## src/logic/hvac_defines.svh

```systemverilog
// Constants of the rooftop protection sequencer: times, limits, register map.
// Included by the design modules and the testbench; definitions only.
`ifndef HVAC_DEFINES_SVH
`define HVAC_DEFINES_SVH

// Timebase
`define CLK_HZ 125000000
`define MS_PER_S 1000
`define TICK_CYCLES_DEF (`CLK_HZ / 1000)

// Qualification and delay times in their own units
`define OVF_QUAL_S 6
`define OVF_QUAL_MS (`OVF_QUAL_S * `MS_PER_S)
`define TRIP_QUAL_S 1
`define TRIP_QUAL_MS (`TRIP_QUAL_S * `MS_PER_S)
`define HP_QUAL_S 1
`define HP_QUAL_MS (`HP_QUAL_S * `MS_PER_S)
`define RESTART_DLY_MIN 3
`define RESTART_DLY_S (`RESTART_DLY_MIN * 60)
`define EARLY_RUN_MIN 3
`define EARLY_RUN_S (`EARLY_RUN_MIN * 60)
`define AIRFLOW_S 40
`define OVF_WINDOW_DAYS 3
`define OVF_WINDOW_S (`OVF_WINDOW_DAYS * 86400)

// Fault limits
`define TRIP_LIMIT 4
`define OVF_LIMIT 2

// Register map (byte addresses) and fields
`define REG_CTRL 8'h00
`define REG_EXH_SP 8'h04
`define REG_STATUS 8'h08
`define CTRL_RESET_BIT 0
`define EXH_SP_RST 7'h19

`endif

```

## src/logic/hvac_pkg.sv

```systemverilog
// Types shared by the sequencer top and its per-circuit guard.
// Assumes hvac_defines.svh on the include path.
package hvac_pkg;

	typedef enum logic [1:0] {
		OVF_NORMAL = 2'b00,
		OVF_SHUT = 2'b01,
		OVF_LOCK = 2'b10
	} ovf_state_e;

	typedef struct packed {
		logic call;
		logic disable_closed;
		logic lp_closed;
		logic frost_closed;
		logic current_ok;
	} ckt_in_s;

	typedef struct packed {
		logic run;
		logic lockout;
		logic restart_wait;
		logic satisfied_stop;
	} ckt_out_s;

endpackage

```

## src/logic/circuit_guard.sv

```systemverilog
// One refrigeration circuit: start inhibits, trip qualification, restart delay,
// trip counting and lockout. Assumes ms and s ticks are one-cycle enables.
`timescale 1ns/1ps
`include "hvac_defines.svh"

module circuit_guard (
	// Clock and reset
	input wire logic clk,
	input wire logic rst,
	// Timebase
	input wire logic ms_tick,
	input wire logic s_tick,
	// Unit level
	input wire logic unit_ok,
	input wire logic manual_reset,
	// Circuit inputs and results
	input wire hvac_pkg::ckt_in_s ci,
	output hvac_pkg::ckt_out_s co
);

	logic run_r;
	logic lock_r;
	logic stop_r;
	logic [7:0] dly_r;
	logic [7:0] run_s_r;
	logic [2:0] early_r;
	logic [2:0] lpcnt_r;
	logic [3:0] cond;
	logic [3:0] qual;
	logic [12:0] qcnt_r [4];
	logic fault_now;
	logic trip;
	logic start_ok;
	logic lock_set;

	////////////////////////////////////////////////////////////////////////////
	// Continuous-time qualification while running

	assign cond[0] = !ci.disable_closed;
	assign cond[1] = !ci.lp_closed;
	assign cond[2] = ci.frost_closed;
	assign cond[3] = !ci.current_ok;

	genvar i;
	generate
		for (i = 0; i < 4; i++) begin : g_qual
			always_ff @(posedge clk) begin
				// Any interruption restarts the count
				if (rst || !run_r || !cond[i]) begin
					qcnt_r[i] <= 13'h0000;
				end else if (ms_tick && qcnt_r[i] != 13'(`TRIP_QUAL_MS)) begin
					qcnt_r[i] <= qcnt_r[i] + 13'h0001;
				end
			end
			assign qual[i] = (qcnt_r[i] == 13'(`TRIP_QUAL_MS));
		end
	endgenerate

	assign fault_now = cond[0] || cond[1] || cond[2];
	assign trip = run_r && (qual[0] || qual[1] || qual[2]);
	assign start_ok = ci.call && unit_ok && !lock_r && (dly_r == 8'h00) && !fault_now;

	////////////////////////////////////////////////////////////////////////////
	// Run state

	always_ff @(posedge clk) begin
		if (rst) begin
			run_r <= 1'b0;
		end else if (run_r) begin
			if (trip || qual[3] || !ci.call || !unit_ok || lock_r) begin
				run_r <= 1'b0;
			end
		end else if (start_ok) begin
			run_r <= 1'b1;
		end
	end

	always_ff @(posedge clk) begin
		if (rst) begin
			stop_r <= 1'b0;
		end else begin
			stop_r <= run_r && !ci.call && !trip && !qual[3];
		end
	end

	always_ff @(posedge clk) begin
		if (rst || !run_r) begin
			run_s_r <= 8'h00;
		end else if (s_tick && run_s_r != 8'(`EARLY_RUN_S)) begin
			run_s_r <= run_s_r + 8'h01;
		end
	end

	////////////////////////////////////////////////////////////////////////////
	// Restart delay: held full while faulty; a spare second covers the free s tick phase

	always_ff @(posedge clk) begin
		if (rst) begin
			dly_r <= 8'h00;
		end else if (trip || (fault_now && dly_r != 8'h00)) begin
			dly_r <= 8'(`RESTART_DLY_S + 1);
		end else if (manual_reset && !fault_now) begin
			dly_r <= 8'h00;
		end else if (s_tick && dly_r != 8'h00) begin
			dly_r <= dly_r - 8'h01;
		end
	end

	////////////////////////////////////////////////////////////////////////////
	// Consecutive trip counters and lockout

	always_ff @(posedge clk) begin
		if (rst) begin
			early_r <= 3'h0;
		end else if (trip && (qual[0] || qual[1]) && run_s_r != 8'(`EARLY_RUN_S)) begin
			early_r <= early_r + 3'h1;
		end else if (run_s_r == 8'(`EARLY_RUN_S) || (manual_reset && !fault_now)) begin
			early_r <= 3'h0;
		end
	end

	always_ff @(posedge clk) begin
		if (rst) begin
			lpcnt_r <= 3'h0;
		end else if (trip && qual[1]) begin
			lpcnt_r <= lpcnt_r + 3'h1;
		end else if (!ci.call || (manual_reset && !fault_now)) begin
			lpcnt_r <= 3'h0;
		end
	end

	assign lock_set = (trip && (qual[0] || qual[1]) && run_s_r != 8'(`EARLY_RUN_S)
		&& early_r == 3'(`TRIP_LIMIT - 1))
		|| (trip && qual[1] && lpcnt_r == 3'(`TRIP_LIMIT - 1))
		|| (run_r && ci.call && qual[3]);

	always_ff @(posedge clk) begin
		if (rst) begin
			lock_r <= 1'b0;
		end else if (lock_set) begin
			lock_r <= 1'b1;
		end else if (manual_reset && !fault_now) begin
			lock_r <= 1'b0;
		end
	end

	assign co.run = run_r;
	assign co.lockout = lock_r;
	assign co.restart_wait = (dly_r != 8'h00);
	assign co.satisfied_stop = stop_r;

endmodule

```

## src/logic/hvac_protection_sequencer.sv

```systemverilog
// Rooftop unit protection and sequencing: overflow, emergency stop, smoke,
// phase, airflow, exhaust fan, lead/lag, zone status and a small register port.
// Assumes all field inputs are already synchronous to ref_clk.
//
// Summary of operation
// - Overflow tripped 6 s continuously halts all unit functions while it lasts.
// - Normal operation returns after overflow stays clear 6 s continuously.
// - More than 2 overflow shutdowns in 3 days latch a manual-reset lockout.
// - Power cycle also clears the overflow lockout.
// - Compressor may not start while its disable input is open.
// - Disable or low pressure open 1 s while running stops that compressor.
// - After a trip the compressor stays off at least 3 minutes, unless a manual reset clears the delay.
// - Four consecutive opens in first three minutes lock circuit, report, manual reset.
// - Four low pressure opens in one cooling call lock that circuit only.
// - No compressor current while cooling called locks that compressor.
// - With indoor fan on, exhaust fan runs when damper reaches setpoint, default 25%.
// - Lead/lag rotation off unless selection input is open.
// - With rotation, lead swaps each time lead stops on satisfied load.
// - Circuit one leads after every power-up.
// - Compressor may not start while frost switch is closed.
// - Frost closed 1 s stops compressor; off 3 minutes after it reopens.
// - Emergency stop open shuts unit down until manual reset.
// - Smoke with options module fitted latches shutdown until manual reset.
// - Phase fault blocks operation and lights red; green marks healthy supply.
// - Four zone status outputs: heating, cooling, system on, service.
// - Airflow unproven 40 s locks all mechanics, reports, flashes service.
`timescale 1ns/1ps
`include "hvac_defines.svh"

module hvac_protection_sequencer #(
	parameter int unsigned TICK_CYCLES = `TICK_CYCLES_DEF
) (
	// Clock and reset
	input wire logic ref_clk,
	input wire logic rst,
	// Register port
	input wire logic [7:0] reg_addr,
	input wire logic [31:0] reg_wdata,
	input wire logic reg_wr,
	input wire logic reg_rd,
	output logic [31:0] reg_rdata,
	// Unit-level field inputs
	input wire logic condensate_overflow_switch,
	input wire logic estop_closed,
	input wire logic smoke_alarm,
	input wire logic options_module_present,
	input wire logic phase_ok,
	input wire logic airflow_proven,
	input wire logic indoor_fan_on,
	input wire logic [6:0] damper_pos,
	input wire logic leadlag_select_open,
	input wire logic heat_call,
	input wire logic [1:0] cool_stage_call,
	input wire logic coil_frost_switch,
	// Per-circuit field inputs
	input wire logic [1:0] compressor_disable_input,
	input wire logic [1:0] low_pressure_switch,
	input wire logic [1:0] compressor_current_ok,
	// Manual reset requests
	input wire logic zone_reset_req,
	input wire logic bas_reset_req,
	// Outputs
	output logic [1:0] compressor_run,
	output logic exhaust_fan_on,
	output logic unit_enable,
	output logic lead_circuit,
	output logic phase_red_led,
	output logic phase_green_led,
	output logic zone_heat,
	output logic zone_cool,
	output logic zone_system_on,
	output logic zone_service
);

	logic [16:0] tick_cnt_r;
	logic [9:0] ms_cnt_r;
	logic ms_tick;
	logic s_tick;
	logic ctrl_reset;
	logic manual_reset;
	logic [6:0] exh_sp_r;
	logic [31:0] status;
	hvac_pkg::ovf_state_e ovf_state_r;
	logic [12:0] ovf_cnt_r;
	logic [1:0] ovf_shut_cnt_r;
	logic [17:0] ovf_win_r;
	logic ovf_qual;
	logic estop_lock_r;
	logic smoke_lock_r;
	logic air_lock_r;
	logic [5:0] air_cnt_r;
	logic flash_r;
	logic lead_r;
	logic unit_ok;
	logic rot_en;
	hvac_pkg::ckt_in_s ci [2];
	hvac_pkg::ckt_out_s co [2];

	////////////////////////////////////////////////////////////////////////////
	// Timebase: ms and s enables

	always_ff @(posedge ref_clk) begin
		if (rst || ms_tick) begin
			tick_cnt_r <= 17'h00000;
		end else begin
			tick_cnt_r <= tick_cnt_r + 17'h00001;
		end
	end

	assign ms_tick = (tick_cnt_r == 17'(TICK_CYCLES - 1));

	always_ff @(posedge ref_clk) begin
		if (rst || s_tick) begin
			ms_cnt_r <= 10'h000;
		end else if (ms_tick) begin
			ms_cnt_r <= ms_cnt_r + 10'h001;
		end
	end

	assign s_tick = ms_tick && (ms_cnt_r == 10'(`MS_PER_S - 1));

	////////////////////////////////////////////////////////////////////////////
	// Register port

	assign ctrl_reset = reg_wr && reg_addr == `REG_CTRL && reg_wdata[`CTRL_RESET_BIT];
	assign manual_reset = zone_reset_req || bas_reset_req || ctrl_reset;

	always_ff @(posedge ref_clk) begin
		if (rst) begin
			exh_sp_r <= `EXH_SP_RST;
		end else if (reg_wr && reg_addr == `REG_EXH_SP) begin
			exh_sp_r <= reg_wdata[6:0];
		end
	end

	assign status = {17'h00000, exhaust_fan_on, co[1].restart_wait, co[0].restart_wait,
		co[1].lockout, co[0].lockout, co[1].run, co[0].run, rot_en, lead_r,
		!phase_ok, air_lock_r, smoke_lock_r, estop_lock_r,
		ovf_state_r == hvac_pkg::OVF_LOCK, ovf_state_r != hvac_pkg::OVF_NORMAL};

	always_ff @(posedge ref_clk) begin
		if (rst || !reg_rd) begin
			reg_rdata <= 32'h00000000;
		end else begin
			case (reg_addr)
				`REG_CTRL: reg_rdata <= 32'h00000000;
				`REG_EXH_SP: reg_rdata <= {25'h0000000, exh_sp_r};
				`REG_STATUS: reg_rdata <= status;
				default: reg_rdata <= 32'h00000000;
			endcase
		end
	end

	////////////////////////////////////////////////////////////////////////////
	// Condensate overflow

	// Count runs toward whichever level would change the state
	always_ff @(posedge ref_clk) begin
		if (rst) begin
			ovf_cnt_r <= 13'h0000;
		end else if ((ovf_state_r == hvac_pkg::OVF_NORMAL) != condensate_overflow_switch
			|| ovf_qual) begin
			ovf_cnt_r <= 13'h0000;
		end else if (ms_tick) begin
			ovf_cnt_r <= ovf_cnt_r + 13'h0001;
		end
	end

	assign ovf_qual = (ovf_cnt_r == 13'(`OVF_QUAL_MS));

	always_ff @(posedge ref_clk) begin
		if (rst) begin
			ovf_state_r <= hvac_pkg::OVF_NORMAL;
		end else begin
			case (ovf_state_r)
				hvac_pkg::OVF_NORMAL: begin
					if (ovf_qual && ovf_shut_cnt_r == 2'(`OVF_LIMIT)) begin
						ovf_state_r <= hvac_pkg::OVF_LOCK;
					end else if (ovf_qual) begin
						ovf_state_r <= hvac_pkg::OVF_SHUT;
					end
				end
				hvac_pkg::OVF_SHUT: begin
					if (ovf_qual) begin
						ovf_state_r <= hvac_pkg::OVF_NORMAL;
					end
				end
				hvac_pkg::OVF_LOCK: begin
					if (manual_reset && !condensate_overflow_switch) begin
						ovf_state_r <= hvac_pkg::OVF_NORMAL;
					end
				end
				default: ovf_state_r <= hvac_pkg::OVF_NORMAL;
			endcase
		end
	end

	// Window opens at the first shutdown and discards the count when it expires
	always_ff @(posedge ref_clk) begin
		if (rst) begin
			ovf_shut_cnt_r <= 2'h0;
		end else if (ovf_state_r == hvac_pkg::OVF_NORMAL && ovf_qual) begin
			if (ovf_shut_cnt_r != 2'(`OVF_LIMIT)) begin
				ovf_shut_cnt_r <= ovf_shut_cnt_r + 2'h1;
			end
		end else if (ovf_win_r == 18'(`OVF_WINDOW_S)
			|| (ovf_state_r == hvac_pkg::OVF_LOCK && manual_reset
			&& !condensate_overflow_switch)) begin
			ovf_shut_cnt_r <= 2'h0;
		end
	end

	always_ff @(posedge ref_clk) begin
		if (rst || ovf_shut_cnt_r == 2'h0 || ovf_win_r == 18'(`OVF_WINDOW_S)) begin
			ovf_win_r <= 18'h00000;
		end else if (s_tick) begin
			ovf_win_r <= ovf_win_r + 18'h00001;
		end
	end

	////////////////////////////////////////////////////////////////////////////
	// Unit shutdown latches

	always_ff @(posedge ref_clk) begin
		if (rst) begin
			estop_lock_r <= 1'b0;
		end else if (!estop_closed) begin
			estop_lock_r <= 1'b1;
		end else if (manual_reset) begin
			estop_lock_r <= 1'b0;
		end
	end

	always_ff @(posedge ref_clk) begin
		if (rst) begin
			smoke_lock_r <= 1'b0;
		end else if (options_module_present && smoke_alarm) begin
			smoke_lock_r <= 1'b1;
		end else if (manual_reset) begin
			smoke_lock_r <= 1'b0;
		end
	end

	always_ff @(posedge ref_clk) begin
		if (rst || !indoor_fan_on || airflow_proven) begin
			air_cnt_r <= 6'h00;
		end else if (s_tick && air_cnt_r != 6'(`AIRFLOW_S)) begin
			air_cnt_r <= air_cnt_r + 6'h01;
		end
	end

	// Clearing waits for proven airflow or fan off; until then the count held at 40 s sets the lock again
	always_ff @(posedge ref_clk) begin
		if (rst) begin
			air_lock_r <= 1'b0;
		end else if (air_cnt_r == 6'(`AIRFLOW_S)) begin
			air_lock_r <= 1'b1;
		end else if (manual_reset) begin
			air_lock_r <= 1'b0;
		end
	end

	always_ff @(posedge ref_clk) begin
		if (rst) begin
			flash_r <= 1'b0;
		end else if (s_tick) begin
			flash_r <= !flash_r;
		end
	end

	assign unit_ok = phase_ok && ovf_state_r == hvac_pkg::OVF_NORMAL
		&& !estop_lock_r && !smoke_lock_r && !air_lock_r;

	////////////////////////////////////////////////////////////////////////////
	// Lead/lag and circuits

	assign rot_en = leadlag_select_open;

	always_ff @(posedge ref_clk) begin
		if (rst) begin
			lead_r <= 1'b0;
		end else if (rot_en && co[lead_r].satisfied_stop) begin
			lead_r <= !lead_r;
		end
	end

	genvar c;
	generate
		for (c = 0; c < 2; c++) begin : g_ckt
			// Stage one goes to the lead circuit, stage two to the lag
			assign ci[c].call = (lead_r == 1'(c)) ? cool_stage_call[0] : cool_stage_call[1];
			assign ci[c].disable_closed = compressor_disable_input[c];
			assign ci[c].lp_closed = low_pressure_switch[c];
			assign ci[c].frost_closed = coil_frost_switch;
			assign ci[c].current_ok = compressor_current_ok[c];

			circuit_guard u_guard (
				.clk(ref_clk),
				.rst(rst),
				.ms_tick(ms_tick),
				.s_tick(s_tick),
				.unit_ok(unit_ok),
				.manual_reset(manual_reset),
				.ci(ci[c]),
				.co(co[c])
			);
		end
	endgenerate

	////////////////////////////////////////////////////////////////////////////
	// Outputs

	always_ff @(posedge ref_clk) begin
		if (rst) begin
			compressor_run <= 2'b00;
			exhaust_fan_on <= 1'b0;
			unit_enable <= 1'b0;
			lead_circuit <= 1'b0;
			phase_red_led <= 1'b0;
			phase_green_led <= 1'b0;
		end else begin
			compressor_run <= {co[1].run, co[0].run};
			exhaust_fan_on <= unit_ok && indoor_fan_on && damper_pos >= exh_sp_r;
			unit_enable <= unit_ok;
			lead_circuit <= lead_r;
			phase_red_led <= !phase_ok;
			phase_green_led <= phase_ok;
		end
	end

	always_ff @(posedge ref_clk) begin
		if (rst) begin
			zone_heat <= 1'b0;
			zone_cool <= 1'b0;
			zone_system_on <= 1'b0;
			zone_service <= 1'b0;
		end else begin
			zone_heat <= unit_ok && heat_call;
			zone_cool <= co[0].run || co[1].run;
			zone_system_on <= unit_ok;
			zone_service <= air_lock_r ? flash_r : (co[0].lockout || co[1].lockout
				|| ovf_state_r == hvac_pkg::OVF_LOCK || estop_lock_r || smoke_lock_r);
		end
	end

endmodule
```

## config.mk

```make
export PLATFORM = sky130hd
export DESIGN_NAME = hvac_protection_sequencer
export DESIGN_NICKNAME = d
export VERILOG_FILES = /design/src/logic/hvac_pkg.sv /design/src/logic/circuit_guard.sv /design/src/logic/hvac_protection_sequencer.sv
export VERILOG_INCLUDE_DIRS = /design/src /design/src/logic
export SDC_FILE = /design/constraint.sdc
export NUM_CORES = 1
export LEC_CHECK = 0
export BUFFER_PORTS_ARGS = -buffer_cell sky130_fd_sc_hd__buf_2
export CAP_MARGIN = 40
export CORE_ASPECT_RATIO = 1.1
export CORE_MARGIN = 4
export CORE_UTILIZATION = 54
export DETAILED_ROUTE_END_ITERATION = 8
export PLACE_DENSITY = 0.76
export SLEW_MARGIN = 20
export SYNTH_ARGS = -nofsm -noshare
export SYNTH_HDL_FRONTEND = slang
export SYNTH_SLANG_ARGS = --single-unit
```

## constraint.sdc

```tcl
create_clock -name ref_clk -period 3.2 [get_ports ref_clk]
set_clock_uncertainty 0.2 [all_clocks]
set_input_delay 0.32 -clock ref_clk [delete_from_list [all_inputs] [get_ports ref_clk]]
set_output_delay 0.32 -clock ref_clk [all_outputs]
set_load 0.005 [all_outputs]
```

# --- Word level (Yosys, flattened, before mapping) ---
# Memory sizes are Yosys's and may differ from the RTL's.
# Cells that the tools add are included.
totals:
  ff_bits: 172
  latchBits: 0
  ram_bits: 104
  romBits: 0
  out_inout_bits: 43
  word_cells: 375
  memories: 2
classes:
  add_sub_neg: 22
  mul: 0
  n_div: 0
  magnitude_cmp: 2
  n_eq_ne: 42
  shifts: 0
  n_mux: 91
  bitwise_logic: 9
  reduce_logical: 168
memory_table:
  columns: ["memory", "words", "word_bits", "rd", "rd_clocked_by_memory_dff", "wr", "line_no", "source"]
  rows:
  - ["g_ckt[0].u_guard.qcnt_r", 4, 13, 4, 0, 4, "circuit_guard.sv:30", "logic [12:0] qcnt_r [4];"]
  - ["g_ckt[1].u_guard.qcnt_r", 4, 13, 4, 0, 4, "circuit_guard.sv:30", null]
ops:
  columns: ["cell", "n"]
  rows:
  - ["$add A13 B1 Y13 const B", 9]
  - ["$eq A13 B10 Y1 const B", 8]
  - ["$mux W13", 8]
  - ["$ne A13 B10 Y1 const B", 8]
  - ["$logic_and A1 B1 Y1", 65]
  - ["$mux W1", 60]
  - ["$logic_or A1 B1 Y1", 52]
  - ["$mux W8", 6]
  - ["$pmux W15 S2", 1]
  - ["$logic_not A1 Y1", 27]
  - ["$logic_not A8 Y1", 3]
  - ["$mux W3", 8]
  - ["$reduce_bool A2 Y1", 10]
  - ["$add A18 B1 Y18 const B", 1]
  - ["$eq A18 B18 Y1 const B", 1]
  - ["$add A17 B1 Y17 const B", 1]
  - ["$eq A17 B17 Y1 const B", 1]
  - ["$add A8 B1 Y8 const B", 2]
  - ["$eq A8 B8 Y1 const B", 2]
  - ["$ne A8 B8 Y1 const B", 2]
  - ["$reduce_bool A8 Y1", 2]
  - ["$sub A8 B1 Y8 const B", 2]
  - ["$mux W2", 7]
  - ["$eq A13 B13 Y1 const B", 1]
  - ["other kinds (27)", 47]

# --- Logic depth before layout (Yosys ltp) ---
logic_depth:
  word_depth: 11
  mapped_depth: 10
  depth_no_buf: 7

# --- Modules after synthesis ---
# From an unflattened synthesis, not the netlist that was laid out.
hier_totals:
  cells_unflattened: 1406
  hier_area_um2: 13337.8
by_module_without_submodules:
  columns: ["module", "n_inst", "cells_each", "area_per_inst_um2", "seq_area_each_um2"]
  rows:
  - ["hvac_protection_sequencer", 1, 578, 4963.5, 2102.0]
  - ["circuit_guard (g_ckt[0].u_guard)", 1, 411, 4187.8, 2062.0]
  - ["circuit_guard (g_ckt[1].u_guard)", 1, 417, 4186.5, 2062.0]

# --- Worst setup path before layout ---
# No wires, ideal clock.
synth_timing:
  kind: "reg2reg"
  startpoint: "register tick_cnt_r[10]"
  endpoint: "memory g_ckt[0].u_guard.qcnt_r[1][0], enable pin"
  setup_time_ps: 401
  arrival_time_ps: 2397
  t_required_ps: 2599
  setup_slack_ps: 202
  path_stages_with_launch: 7
  period_less_slack_ps: 2998
  cell_sequence: "dfxtp_1 nor4_1 nand4_1 or2_2 clkbuf_1 clkbuf_1 o21ai_0"
synth_rtl:
  columns: ["item", "line_no", "source"]
  rows:
  - ["from (decl)", "hvac_protection_sequencer.sv:75", "logic [16:0] tick_cnt_r;"]
  - ["from (signal assigned)", "hvac_protection_sequencer.sv:106", "tick_cnt_r <= tick_cnt_r + 17'h00001;"]
  - ["to (decl)", "circuit_guard.sv:30", null]

# --- Worst setup path in the final report ---
layout_timing:
  startpoint: "register ms_cnt_r[0]"
  endpoint: "register ovf_win_r[17]"
layout_between:
  elab_chain_len: 2
layout_rtl:
  columns: ["item", "line_no", "source"]
  rows:
  - ["from (decl)", "hvac_protection_sequencer.sv:76", "logic [9:0] ms_cnt_r;"]
  - ["from (signal assigned)", "hvac_protection_sequencer.sv:116", "ms_cnt_r <= ms_cnt_r + 10'h001;"]
  - ["$eq A10 B10 Y1", "hvac_protection_sequencer.sv:120", "assign s_tick = ms_tick && (ms_cnt_r == 10'(`MS_PER_S - 1));"]
  - ["$logic_and A1 B1 Y1", "hvac_protection_sequencer.sv:120", null]
  - ["to (signal assigned)", "hvac_protection_sequencer.sv:217", "ovf_win_r <= ovf_win_r + 18'h00001;"]
  - ["to (decl)", "hvac_protection_sequencer.sv:86", "logic [17:0] ovf_win_r;"]
# No other way between the ends.
# A chain may end at the register's enable or synchronous reset.

==> flow_summary.rst <==
.. list-table::
   :header-rows: 1

   * - Metric
     - Value
   * - Status
     - finished, final reports clean
   * - Number of I/O pins
     - 114
   * - Share of post-route cells with drive strength above 1
     - 0.108
   * - Syn_area_per_cell
     - 9.40 sq um
   * - Setup crit end kind
     - flip-flop
   * - Area leader, netlist
     - edfxtp_1
   * - NetSw
     - 1.43 mW
   * - Bufs on Longest Clock Path
     - 3
   * - Count of standard-cell rows
     - 59
   * - Max VDD drop
     - 0.359 mV
   * - Total of warnings raised by yosys
     - 0
   * - Synthesized instance count
     - 1,398
   * - Setup repair after global routing missed its margin
     - false
   * - Post-Route Setup TNS
     - 0 ps
   * - Worst-Margin Slew
     - 711 ps
   * - Skew-Pair Late Insertion Delay
     - 540 ps
   * - Worst Setup Start Kind
     - flip-flop
   * - Worst slew margin relative to its limit
     - 0.525
   * - Die X-Extent
     - 157 um
   * - Initial antenna violation count
     - 1
   * - Violation count after the first detailed-routing iteration
     - 877
   * - Final Total Pwr
     - 6.93 mW
   * - Maximum net fanout on the critical path
     - 12
   * - Register clock-pin slew on the reported worst setup and hold paths
     - 60 ps
   * - Cell types occupying the most area after synthesis
     - edfxtp_1 (24%), dfxtp_1 (24%), nor2_1 (5.5%)
   * - Total die area
     - 26,900 sq um
   * - Top-area cell type share of the netlist area
     - 0.238
   * - Share of synthesized area occupied by flip-flops and latches
     - 0.474
   * - Critical path endpoint
     - ovf_win_r[17]$_SDFFE_PP0P_
   * - Comb pwr share
     - 0.027
   * - Worst setup startpoint
     - ms_cnt_r[0]$_SDFFE_PP0P_
   * - Total gr overflow
     - 0
   * - Top FF cell, synth
     - dfxtp_1
   * - Setup slack on the worst flop-to-flop path
     - 380 ps
   * - Hold Fails Final Rpt
     - 0
   * - Number of cells on the worst reg-to-reg path
     - 6
   * - Proportion of power drawn by flip-flops and latches
     - 0.497
   * - Sum of routed wire length over all layers
     - 28,600 um
   * - Number of buffers inserted by hold repair at cts
     - 17
   * - Final Util
     - 0.628
   * - Starting density of the core
     - 0.551
   * - Aggregate global-route resource usage
     - 0.210
   * - Switching share of power
     - 0.206
   * - RePlAce Congestion
     - 0.867
   * - Worst Path Required
     - 3450 ps
   * - Count of H-tree levels built during CTS
     - 1
   * - Power density over the cells
     - 463 nW/um^2
   * - Worst flop-to-flop path startpoint
     - ms_cnt_r[0]$_SDFFE_PP0P_
   * - Mapped cell area
     - 13,100 sq um
   * - DR vias
     - 10,435
   * - HPWL Detailed
     - 20,000 um
   * - Max frequency
     - 354 MHz
   * - Maximum number of pins on one net before global-route repair
     - 31
   * - Avg Vias per Cell
     - 5.71
   * - Sinks on the clock net
     - 259
   * - CTS Root Buffer Type
     - clkbuf_16
   * - Crit path time final
     - 2820 ps
   * - Register bit total from synthesis
     - 259
   * - Max Slew Vio Count
     - 0
   * - Pleak
     - 5.49 nW
   * - Final instance area
     - 15,000 sq um
   * - DR WL/cell
     - 15.6 um
   * - Vertical die dimension
     - 172 um
   * - Max-capacitance violation count
     - 0
   * - Cell-internal power
     - 5.51 mW
   * - Vias in the first global route
     - 9,943
   * - Area growth from synthesis to layout
     - 13.9%
   * - Proportion of register bits with asynchronous set or reset after synthesis
     - 0
   * - Number of distinct library cell variants in the gate-level netlist after synthesis
     - 66
   * - Period utilization
     - 0.882
   * - Global-route wire length before repair
     - 47,500 um
   * - CORE AREA
     - 23,800 sq um
   * - Detail Route Antenna Nets
     - 0
   * - First-pass DRT Iterations
     - 6
   * - Number of nets in the layout
     - 1,621
   * - Number of post-CTS setup repair buffers
     - 0
   * - Number of enable flip-flop cells after synthesis
     - 104
   * - Capture point of the worst reg-to-reg path
     - ovf_win_r[17]$_SDFFE_PP0P_
   * - Count of cells resized by post-cts repair
     - 0
   * - Signal arrival time at the worst endpoint
     - 3080 ps
   * - Count of fill cells added during filler insertion
     - 1,920
   * - Port Buf Inserts
     - 71
   * - Worst min-delay path class
     - input pin to flip-flop
   * - Cell area reported after detailed placement
     - 13,800 sq um
   * - Clock share of power
     - 0.477
   * - Worst Path Class, Setup
     - flip-flop to flip-flop
   * - Clock tree from TritonCTS
     - yes
   * - Final setup violation count
     - 0
   * - Inserted Clock Buffers
     - 28
   * - Total DRC errors in the routed layout
     - 0
worst min path at each step:
| stage | start | to | slack (ps) | cells after the start |
|---|---|---|---|---|
| after floorplan | phase_ok | phase_red_led$_SDFF_PP0_ | 190 | 1 |
| after global placement | g_ckt[1].u_guard.stop_r$_SDFF_PP0_ | lead_r$_SDFFE_PP0P_ | 230 | 1 |
| after detailed placement | g_ckt[1].u_guard.stop_r$_SDFF_PP0_ | lead_r$_SDFFE_PP0P_ | 240 | 1 |
| after CTS | cool_stage_call[1] | g_ckt[0].u_guard.stop_r$_SDFF_PP0_ | 8 | 3 |
| after global routing | cool_stage_call[1] | g_ckt[0].u_guard.stop_r$_SDFF_PP0_ | 40 | 3 |
| final | airflow_proven | air_cnt_r[5]$_SDFFE_PP0P_ | 20 | 4 |
registers in the layout, summed over array words and instances, names as in the netlist, 7 cells and up:
register               cells
ovf_win_r                 18
tick_cnt_r                17
reg_rdata                 15
g_ckt.u_guard.dly_r       16
ovf_cnt_r                 13
g_ckt.u_guard.qcnt_r     104
ms_cnt_r                  10
exh_sp_r                   7
g_ckt.u_guard.run_s_r     16
layout by cell type (no fill, tap or decap), types with 7 or more instances in the layout:
cell type        n
clkbuf_8         8
edfxtp_1       104
o211ai_1        12
a22o_1           9
nor4b_1          8
and2_1          15
nor4_1          14
buf_4           25
mux2i_1          9
nor2b_1          9
o21ai_0         35
ha_1            49
xnor2_1         70
buf_2           71
and4_1          15
o31ai_1         15
a21oi_1         59
clkbuf_1         7
nor2_1         192
conb_1          17
nand4_1         55
and3_1          43
or3_1           30
nand3_1         87
xor2_1          55
nor3_1          27
clkbuf_16       29
nand2_1         86
or2_2           11
inv_1           72
dfxtp_1        155
or4_1           30
dlygate4sd3_1   17
synth_stat cells (all sizes together), types with 9 or more instances:
master,instances
or4,30
and4,15
xor2,55
o21ai,40
nor4,15
nor2,192
or2,12
xnor2,70
nand4,55
mux2i,9
inv,72
and2,15
o211ai,12
a21oi,59
ha,49
nor4b,9
buf,26
and3,43
clkbuf,30
nor3,27
nor2b,9
a22o,9
o31ai,15
dfxtp,155
edfxtp,104
nand3,87
nand2,87
or3,30
cell families (layout without fill, tap and decap cells):
group | count (synthesis) | after routing | share of synthesized area
other | 1 | 18 | 0.000285
buffers and inverters | 129 | 237 | 0.0433
AO/OA/AOI/OAI | 158 | 158 | 0.0736
AND/OR/NAND/NOR | 662 | 662 | 0.267
multiplexers | 15 | 15 | 0.0120
flip-flops | 259 | 259 | 0.474
XOR/XNOR | 125 | 125 | 0.0833
adder cells (fa/ha/maj) | 49 | 49 | 0.0467
worst max-delay path, stage by stage (launching register included):
cell and delay, ps:
dfxtp_1 410, ha_1 310, nand2_1 100, nor4_2 500, nand4_1 530, or4_1 550, a21oi_1 140
per-stage QoR:
| stage | worst slack [ps] | hold WS [ps] | std cells |
|---|---|---|---|
| 2_1_floorplan | 202 | 192 | 1414 |
| 3_3_place_gp | 496 | 226 | 1759 |
| 3_5_place_dp | 425 | 236 | 1759 |
| 4_1_cts | 406 | 7.79 | 1827 |
| 5_1_grt | 188 | 38.1 | 1828 |
| 6_report | 378 | 15.1 | 1828 |
layer usage:
| metal | wire (um) | global-route usage |
|---|---|---|
| met2 | 13400 | 0.355 |
| met4 | 799 | 0.0683 |
| met5 | 0 | 0 |
| met1 | 12700 | 0.279 |
| met3 | 1690 | 0.0307 |
cell type report:
class | count | area, sq um | area share
Antenna cell | 1 | 2.50 | 0.000167
Clock buffer | 44 | 862 | 0.0576
Clock inverter | 7 | 93.8 | 0.00627
Inverter | 73 | 274 | 0.0183
Multi-Input combinational cell | 1026 | 6410 | 0.428
Sequential cell | 259 | 6230 | 0.416
Tap cell | 305 | 382 | 0.0255
Timing Repair Buffer | 113 | 713 | 0.0477
power by group through the flow:
stage	clock, mW	combinational [mW]	sequential [mW]
2_1_floorplan	0	0.107	3.51
3_3_place_gp	0	0.162	3.52
3_5_place_dp	0	0.166	3.52
4_1_cts	3.36	0.183	3.44
5_1_grt	3.50	0.207	3.45
6_report	3.31	0.184	3.45
Power figures use the tool's default switching activity.
